[config.mk]
export PLATFORM = sky130hd
export DESIGN_NAME = adc_trigger_sequencer
export DESIGN_NICKNAME = d
export VERILOG_FILES = /design/src/rtl/adc_seq_pkg.sv /design/src/rtl/trig_edge.sv /design/src/rtl/conv_timer.sv /design/src/rtl/adc_trigger_sequencer.sv
export SDC_FILE = /design/constraint.sdc
export NUM_CORES = 1
export LEC_CHECK = 0
export BUFFER_PORTS_ARGS = -buffer_cell sky130_fd_sc_hd__clkbuf_2
export CORE_UTILIZATION = 45
export CTS_BUF_LIST = sky130_fd_sc_hd__clkbuf_4 sky130_fd_sc_hd__clkbuf_8
export DETAILED_ROUTE_END_ITERATION = 10
export PLACE_DENSITY = 0.88
export SYNTH_ARGS = -nofsm -noshare
export SYNTH_HDL_FRONTEND = slang
export SYNTH_SLANG_ARGS = --single-unit
[constraint.sdc]
create_clock -name ref_clk_i -period 2.6 [get_ports ref_clk_i]
set_input_delay 0.26 -clock ref_clk_i [delete_from_list [all_inputs] [get_ports ref_clk_i]]
set_output_delay 0.26 -clock ref_clk_i [all_outputs]
set_load 0.05 [all_outputs]
[src/rtl/adc_seq_pkg.sv]
package adc_seq_pkg;
	localparam int          RES_W        = 10;
	localparam int          WORD_W       = 16;
	localparam int          BYTE_W       = 8;
	localparam int          MODE_W       = 8;
	localparam int          SLOT_W       = 2;
	localparam int          CH_W         = 3;
	localparam int          WORD_SHIFT   = 6;
	localparam int          BYTE_LSB     = 2;
	localparam int          START_BIT    = 7;
	localparam int          ENABLE_BIT   = 0;
	localparam logic [1:0]  SLOT_FIRST   = 2'h0;
	localparam logic [1:0]  SLOT_LAST    = 2'h3;
	localparam logic [15:0] WORD_RST     = 16'h0000;
	localparam logic [7:0]  BYTE_RST     = 8'h00;
	localparam int          CLK_HZ       = 10_000_000;
	localparam int          STAB_NS      = 1000;
	localparam int          STAB_CYCLES  = (STAB_NS * (CLK_HZ / 1_000_000) + 999) / 1000;
	localparam int          CONV_CYCLES  = 20;

	typedef enum logic [1:0] {
		ST_STOP      = 2'b00,
		ST_STANDBY   = 2'b01,
		ST_TRIG_WAIT = 2'b11,
		ST_CONVERT   = 2'b10
	} seq_state_e;

	typedef enum logic {
		TRIG_SW        = 1'b0,
		TRIG_HW_NOWAIT = 1'b1
	} trig_mode_e;
endpackage : adc_seq_pkg

[src/rtl/trig_edge.sv]
`timescale 1ns/1ps
module trig_edge (
	input  wire logic ref_clk_i,
	input  wire logic rstn_i,
	input  wire logic clk_en_i,
	input  wire logic trig_i,
	output logic      pulse_o
);
	logic prev_r;
	logic prev_nxt;

	always_comb begin
		prev_nxt = clk_en_i ? trig_i : prev_r;
	end

	always_ff @(posedge ref_clk_i or negedge rstn_i) begin
		if (!rstn_i) begin
			prev_r <= 1'b0;
		end else begin
			prev_r <= prev_nxt;
		end
	end

	// one enabled clock cycle per rising edge of the trigger level
	assign pulse_o = trig_i & ~prev_r;
endmodule : trig_edge

[src/rtl/conv_timer.sv]
`timescale 1ns/1ps
module conv_timer #(
	parameter int CYCLES = adc_seq_pkg::CONV_CYCLES
) (
	input  wire logic ref_clk_i,
	input  wire logic rstn_i,
	input  wire logic clk_en_i,
	input  wire logic kick_i,
	input  wire logic run_i,
	output logic      done_o
);
	localparam int CW = $clog2(CYCLES + 1);
	localparam logic [CW-1:0] LOAD = CW'(CYCLES - 1);

	logic          busy_r;
	logic          busy_nxt;
	logic [CW-1:0] cnt_r;
	logic [CW-1:0] cnt_nxt;

	// done comes from registers only: the sequencer derives kick from it
	assign done_o = busy_r && (cnt_r == '0);

	always_comb begin
		busy_nxt = busy_r;
		cnt_nxt  = cnt_r;
		if (kick_i) begin
			busy_nxt = 1'b1;
			cnt_nxt  = LOAD;
		end else if (!run_i || done_o) begin
			busy_nxt = 1'b0;
		end else if (busy_r) begin
			cnt_nxt = cnt_r - CW'(1);
		end
	end

	always_ff @(posedge ref_clk_i or negedge rstn_i) begin
		if (!rstn_i) begin
			busy_r <= 1'b0;
			cnt_r  <= '0;
		end else if (clk_en_i) begin
			busy_r <= busy_nxt;
			cnt_r  <= cnt_nxt;
		end
	end
endmodule : conv_timer

[src/rtl/adc_trigger_sequencer.sv]
`timescale 1ns/1ps
module adc_trigger_sequencer #(
	parameter int CH_W        = adc_seq_pkg::CH_W,
	parameter int CONV_CYCLES = adc_seq_pkg::CONV_CYCLES
) (
	input  wire logic                              ref_clk_i,
	input  wire logic                              rstn_i,
	input  wire logic                              clk_en_i,
	input  wire logic                              mode_wr_i,
	input  wire logic [adc_seq_pkg::MODE_W-1:0]    mode_wdata_i,
	input  wire logic                              channel_select_wr_i,
	input  wire logic [CH_W-1:0]                   channel_select_i,
	input  wire logic                              trig_mode_i,
	input  wire logic                              scan_mode_i,
	input  wire logic                              one_shot_i,
	input  wire logic                              hw_trigger_i,
	input  wire logic [adc_seq_pkg::RES_W-1:0]     sample_data_i,
	output logic [adc_seq_pkg::MODE_W-1:0]         converter_mode_reg0_o,
	output logic                                   converter_powered_o,
	output logic                                   converting_o,
	output logic [CH_W-1:0]                        active_channel_o,
	output logic [adc_seq_pkg::WORD_W-1:0]         result_word_reg_o,
	output logic [adc_seq_pkg::BYTE_W-1:0]         result_byte_reg_o,
	output logic                                   conversion_end_irq_o
);
	adc_seq_pkg::seq_state_e state_r, state_nxt;
	logic                              converter_enable_r, converter_enable_nxt;
	logic                              conversion_start_r, conversion_start_nxt;
	logic [adc_seq_pkg::SLOT_W-1:0]    slot_r, slot_nxt;
	logic [CH_W-1:0]                   chan_r, chan_nxt;
	logic [adc_seq_pkg::WORD_W-1:0]    word_r, word_nxt;
	logic [adc_seq_pkg::BYTE_W-1:0]    byte_r, byte_nxt;
	logic                              irq_r, irq_nxt;
	logic                              kick;
	logic                              store;
	logic                              done;
	logic                              trig_pulse;
	logic                              hw_mode;
	logic                              start_wr1;
	logic                              start_wr0;
	logic                              trig_go;
	logic                              restart;
	logic                              in_conv;
	logic                              group_end;

	trig_edge u_trig_edge (
		.ref_clk_i (ref_clk_i),
		.rstn_i    (rstn_i),
		.clk_en_i  (clk_en_i),
		.trig_i    (hw_trigger_i),
		.pulse_o   (trig_pulse)
	);

	conv_timer #(
		.CYCLES (CONV_CYCLES)
	) u_conv_timer (
		.ref_clk_i (ref_clk_i),
		.rstn_i    (rstn_i),
		.clk_en_i  (clk_en_i),
		.kick_i    (kick),
		.run_i     (state_nxt == adc_seq_pkg::ST_CONVERT),
		.done_o    (done)
	);

	function automatic logic [CH_W-1:0] chan_of(input logic [CH_W-1:0]               base,
	                                            input logic                          scan,
	                                            input logic [adc_seq_pkg::SLOT_W-1:0] slot);
		chan_of = scan ? base + CH_W'(slot) : base;
	endfunction : chan_of

	assign hw_mode   = (trig_mode_i == adc_seq_pkg::TRIG_HW_NOWAIT);
	// a write of 1 only counts while the converter is already enabled
	assign start_wr1 = mode_wr_i && mode_wdata_i[adc_seq_pkg::START_BIT]
	                   && converter_enable_r;
	assign start_wr0 = mode_wr_i && !mode_wdata_i[adc_seq_pkg::START_BIT];
	assign trig_go   = trig_pulse && hw_mode && conversion_start_r;
	assign restart   = start_wr1 || channel_select_wr_i || trig_go;
	assign in_conv   = (state_r == adc_seq_pkg::ST_CONVERT);
	assign group_end = !scan_mode_i || (slot_r == adc_seq_pkg::SLOT_LAST);

	always_comb begin
		state_nxt            = state_r;
		converter_enable_nxt = converter_enable_r;
		conversion_start_nxt = conversion_start_r;
		slot_nxt             = slot_r;
		kick                 = 1'b0;
		store                = 1'b0;
		if (mode_wr_i) begin
			converter_enable_nxt = mode_wdata_i[adc_seq_pkg::ENABLE_BIT];
		end
		if (start_wr1) begin
			conversion_start_nxt = 1'b1;
		end else if (start_wr0) begin
			conversion_start_nxt = 1'b0;
		end
		unique case (state_r)
			adc_seq_pkg::ST_STOP: begin
				conversion_start_nxt = 1'b0;
				if (converter_enable_r) begin
					state_nxt = adc_seq_pkg::ST_STANDBY;
				end
			end
			adc_seq_pkg::ST_STANDBY: begin
				if (!converter_enable_r) begin
					state_nxt            = adc_seq_pkg::ST_STOP;
					conversion_start_nxt = 1'b0;
				end else if (start_wr1 && hw_mode) begin
					state_nxt = adc_seq_pkg::ST_TRIG_WAIT;
				end else if (start_wr1) begin
					state_nxt = adc_seq_pkg::ST_CONVERT;
					slot_nxt  = adc_seq_pkg::SLOT_FIRST;
					kick      = 1'b1;
				end
			end
			adc_seq_pkg::ST_TRIG_WAIT: begin
				if (!converter_enable_r) begin
					state_nxt            = adc_seq_pkg::ST_STOP;
					conversion_start_nxt = 1'b0;
				end else if (start_wr0) begin
					state_nxt = adc_seq_pkg::ST_STANDBY;
				end else if (trig_go) begin
					state_nxt = adc_seq_pkg::ST_CONVERT;
					slot_nxt  = adc_seq_pkg::SLOT_FIRST;
					kick      = 1'b1;
				end
			end
			adc_seq_pkg::ST_CONVERT: begin
				if (!converter_enable_r) begin
					state_nxt            = adc_seq_pkg::ST_STOP;
					conversion_start_nxt = 1'b0;
				end else if (start_wr0) begin
					// powered standby in every mode; no stop without a disable
					state_nxt = adc_seq_pkg::ST_STANDBY;
				end else if (restart) begin
					// partial conversion dropped, timer reloaded
					slot_nxt = adc_seq_pkg::SLOT_FIRST;
					kick     = 1'b1;
				end else if (done) begin
					store = 1'b1;
					if (!group_end) begin
						slot_nxt = slot_r + adc_seq_pkg::SLOT_W'(1);
						kick     = 1'b1;
					end else if (one_shot_i && hw_mode) begin
						state_nxt = adc_seq_pkg::ST_TRIG_WAIT;
					end else if (one_shot_i) begin
						state_nxt            = adc_seq_pkg::ST_STANDBY;
						conversion_start_nxt = 1'b0;
					end else begin
						slot_nxt = adc_seq_pkg::SLOT_FIRST;
						kick     = 1'b1;
					end
				end
			end
		endcase
	end

	always_comb begin
		chan_nxt = kick ? chan_of(channel_select_i, scan_mode_i, slot_nxt) : chan_r;
		word_nxt = word_r;
		byte_nxt = byte_r;
		irq_nxt  = store;
		if (store) begin
			word_nxt = adc_seq_pkg::WORD_W'({sample_data_i, adc_seq_pkg::WORD_SHIFT'(0)});
			byte_nxt = sample_data_i[adc_seq_pkg::RES_W-1:adc_seq_pkg::BYTE_LSB];
		end
	end

	always_ff @(posedge ref_clk_i or negedge rstn_i) begin
		if (!rstn_i) begin
			state_r            <= adc_seq_pkg::ST_STOP;
			converter_enable_r <= 1'b0;
			conversion_start_r <= 1'b0;
			slot_r             <= adc_seq_pkg::SLOT_FIRST;
			chan_r             <= '0;
			word_r             <= adc_seq_pkg::WORD_RST;
			byte_r             <= adc_seq_pkg::BYTE_RST;
			irq_r              <= 1'b0;
		end else if (clk_en_i) begin
			state_r            <= state_nxt;
			converter_enable_r <= converter_enable_nxt;
			conversion_start_r <= conversion_start_nxt;
			slot_r             <= slot_nxt;
			chan_r             <= chan_nxt;
			word_r             <= word_nxt;
			byte_r             <= byte_nxt;
			irq_r              <= irq_nxt;
		end
	end

	always_comb begin
		converter_mode_reg0_o                          = '0;
		converter_mode_reg0_o[adc_seq_pkg::START_BIT]  = conversion_start_r;
		converter_mode_reg0_o[adc_seq_pkg::ENABLE_BIT] = converter_enable_r;
	end

	assign converter_powered_o  = (state_r != adc_seq_pkg::ST_STOP);
	assign converting_o         = in_conv;
	assign active_channel_o     = chan_r;
	assign result_word_reg_o    = word_r;
	assign result_byte_reg_o    = byte_r;
	assign conversion_end_irq_o = irq_r;
endmodule : adc_trigger_sequencer

==> flow_summary.json <==
{
  "status": "finished with violations",
  "violations": "setup timing",
  "p_sw_share_pct": 38.78,
  "port_buffers": 49,
  "drv_slew": 0,
  "leakage_nw": 1.042,
  "routed_wl_um": 3078,
  "netlist_area_um2": 1654,
  "rrSetupSlack_ps": -50,
  "synthAdderAreaFrac_pct": 4.236,
  "grt_max_degree": 28,
  "power.switching_mw": 0.4085,
  "worst_setup_path_end_kind": "flip-flop",
  "first_global_vias": 1175,
  "crit_type": "flip-flop to flip-flop",
  "globalRouteMet3Util_pct": 3.467,
  "synthSimpleGateAreaFrac_pct": 17.10,
  "wl_per_cell_um": 11.75,
  "seqPwrFrac_pct": 47.7,
  "avgSynthCellArea_um2": 9.964,
  "drc": 0,
  "synth_top_area_share_pct": 40.85,
  "hp-start": "sample_data_i[5]",
  "dpl_worst_slack_ps": -30.63,
  "r2r_start": "u_conv_timer.cnt_r[0]",
  "gr-total-overflow": 0,
  "ys_ff_latch": 27,
  "fp.dieW_um": 62.63,
  "root_buffer": "clkbuf_4",
  "ios": 68,
  "hold_end": "result_byte_reg_o[3]",
  "synth_edf_count": 0,
  "hpwl_um": 2327,
  "max_cap_viol_count": 0,
  "path_clk_slew_ps": 140,
  "die_h_um": 62.63,
  "p_clk_share_pct": 16.6,
  "globalplace.congestion": 0.9039,
  "synthFlopType": "dfrtp_1",
  "hp-class": "primary input to flip-flop",
  "timing.fmax_mhz": 377.4,
  "intPower_mw": 0.6448,
  "vias": 1288,
  "reg2reg_depth": 13,
  "cp-start-kind": "flip-flop",
  "fin_util_pct": 57.07,
  "drive_above_1_share_pct": 40.28,
  "start_util_pct": 48.42,
  "met1_usage_pct": 20.86,
  "firstDrtPassIters": 4,
  "fp-row-count": 21,
  "cp_data_required_time_ps": 2810,
  "total_power_mw": 1.053,
  "min_period_ps": 2650,
  "cp_data_arrival_time_ps": 2860,
  "cp-startpoint": "u_conv_timer.cnt_r[0]",
  "synth.largest_area_cell": "dfrtp_1",
  "grt_use_met2_pct": 28.26,
  "yosysSeqAreaShare_pct": 40.85,
  "async_flop_share_pct": 100.0,
  "yosys-top-cells-count": "27 x dfrtp_1, 22 x buf_4, 18 x nand2_1, 12 x mux2_2, 9 x inv_1",
  "clock_latency_ps": 320,
  "worst_slew_pin_slew_ps": 669.6,
  "synthXorXnorAreaFrac_pct": 1.059,
  "area_growth_pct": 17.85,
  "fin_ws_ps": -49.87,
  "drt-initial-drc-count": 71,
  "yosys-top-cells-area": "dfrtp_1 41%, buf_4 10%, mux2_2 8.2%, nand2_1 4.1%, ha_1 3.0%",
  "ant_nets": 0,
  "synth_cell_types": 46,
  "min_period_over_period_pct": 101.9,
  "rsz0062_at_grt": "true",
  "power_density_nw_per_um2": 540.3,
  "grt_first_pass_wirelength_um": 5154,
  "synthesis.instances": 166,
  "yosysMostFrequentCell": "dfrtp_1",
  "grt-busiest-layer": "met2",
  "hold_viol": 0,
  "crit_fanout": 4,
  "reg2reg_to": "active_channel_o[1]",
  "synth_compound_area_share_pct": 11.95,
  "numCtsBuffers": 3,
  "clock_skew_ps": 10.81,
  "min_delay_path_depth": 2,
  "max-slew-margin-rel_pct": 55.36,
  "tritoncts": "done",
  "nets": 252,
  "clock_sinks": 27,
  "grt.total_usage_pct": 16.42,
  "synthMuxAreaShare_pct": 9.985,
  "synth_warnings": 0,
  "vias_per_cell": 4.916,
  "design.die.area_um2": 3922,
  "synth_top_family_by_area": "simple AND/OR/NAND/NOR gates",
  "p_comb_share_pct": 35.7,
  "worst_ir_drop_vdd_mv": 0.3139,
  "setup_viol_count_final": 1,
  "core_um2": 3416,
  "cts_max_path_buffers": 2,
  "n_antenna_cell": 0,
  "antenna_found_initial": 0,
  "cts_max_level": 1
}
layer usage:
| layer | share of wire, % | vias to the layer above |
|---|---|---|
| li1 | - | 644 |
| met2 | 50 | 37 |
| met3 | 4.7 | 2 |
| met5 | 0 | - |
| met1 | 44 | 605 |
| met4 | 0.32 | 0 |
stage by stage:
step	hold WS (ps)	instance area, µm²	instances	setup TNS (ps)
floorplan	-35.59	1698	177	-67.64
global placement	323.8	1883	255	-9.082
detailed placement	323.5	1883	255	-54.04
CTS	143.8	1926	260	0
global route	134.3	1949	262	-387.0
finish	158.3	1949	262	-49.87
worst max path at each step:
| stage | endpoint | slack (ps) | depth (start not counted) |
|---|---|---|---|
| 2_1_floorplan | active_channel_o[1] | -40 | 9 |
| 3_3_place_gp | active_channel_o[2] | -9 | 10 |
| 3_5_place_dp | active_channel_o[2] | -30 | 10 |
| 4_1_cts | active_channel_o[2] | 0.9 | 10 |
| 5_1_grt | active_channel_o[1] | -230 | 13 |
| 6_report | active_channel_o[1] | -50 | 13 |
placed cells by master, fill, tap and decap left out, types with 2 or more instances in the layout:
master    instances
mux2_2           12
nor2_1            6
a211oi_1          3
buf_4            14
o21ai_0           2
inv_1             9
a211o_1           2
or3_4             2
clkbuf_4          3
o22ai_1           3
nand2b_1          5
a21oi_1           3
nor3b_1           2
conb_1           12
a21o_1            2
nand4b_1          2
o21ai_1           4
nand2_1          18
ha_1              3
clkbuf_2         49
dfrtp_1          27
o41ai_1           2
o31ai_1           2
mux2i_1           3
or3_1             2
registers in the layout, summed over array words and instances, names as in the netlist:
name	count
result_word_reg_o	2
converter_enable_r	1
slot_r	2
active_channel_o	3
state_r	2
u_conv_timer.busy_r	1
u_conv_timer.cnt_r	5
conversion_end_irq_o	1
conversion_start_r	1
result_byte_reg_o	8
u_trig_edge.prev_r	1
power by group through the flow:
stage	logic [mW]	clock network [mW]	registers (mW)
after floorplan	0.201	0	0.582
after global placement	0.362	0	0.508
after detailed placement	0.368	0	0.511
after CTS	0.377	0.186	0.503
after global routing	0.406	0.200	0.509
final	0.376	0.175	0.503
cell type report:
| cell class | instances | area (µm²) |
|---|---|---|
| Sequential cell | 27 | 675.6 |
| Multi-Input combinational cell | 112 | 794.5 |
| Clock inverter | 1 | 5.005 |
| Tap cell | 46 | 57.56 |
| Clock buffer | 3 | 22.52 |
| Fill cell | 321 | 1466 |
| Timing Repair Buffer | 64 | 360.3 |
| Inverter | 9 | 33.78 |
cell families (layout without fill, tap and decap cells):
kind of cell             count (synthesis)  count (layout)
other                                    1              12
multiplexers                            15              15
XOR/XNOR                                 2               2
adder cells (fa/ha/maj)                  5               5
buffers and inverters                   38              77
AO/OA/AOI/OAI                           28              28
AND/OR/NAND/NOR                         50              50
flip-flops                              27              27
worst max-delay path, stage by stage, from the launching register on:
cell     delay [ps]
dfrtp_1         420
inv_1            80
ha_1            140
nand2_1          70
buf_4           140
or2_1           280
nor4_2          260
buf_4           170
nor2_1           40
nor2_1          120
ha_2            190
fa_2            420
mux2i_1         150
o21ai_1          70
repair_timing:
action	CTS	global route
pin swaps	1	0
hold endpoints to repair	27	0
buffers inserted	0	2
resized for setup	1	2
hold buffers	1	0
setup endpoints to repair	2	2
(Power assumes the default switching activity.)
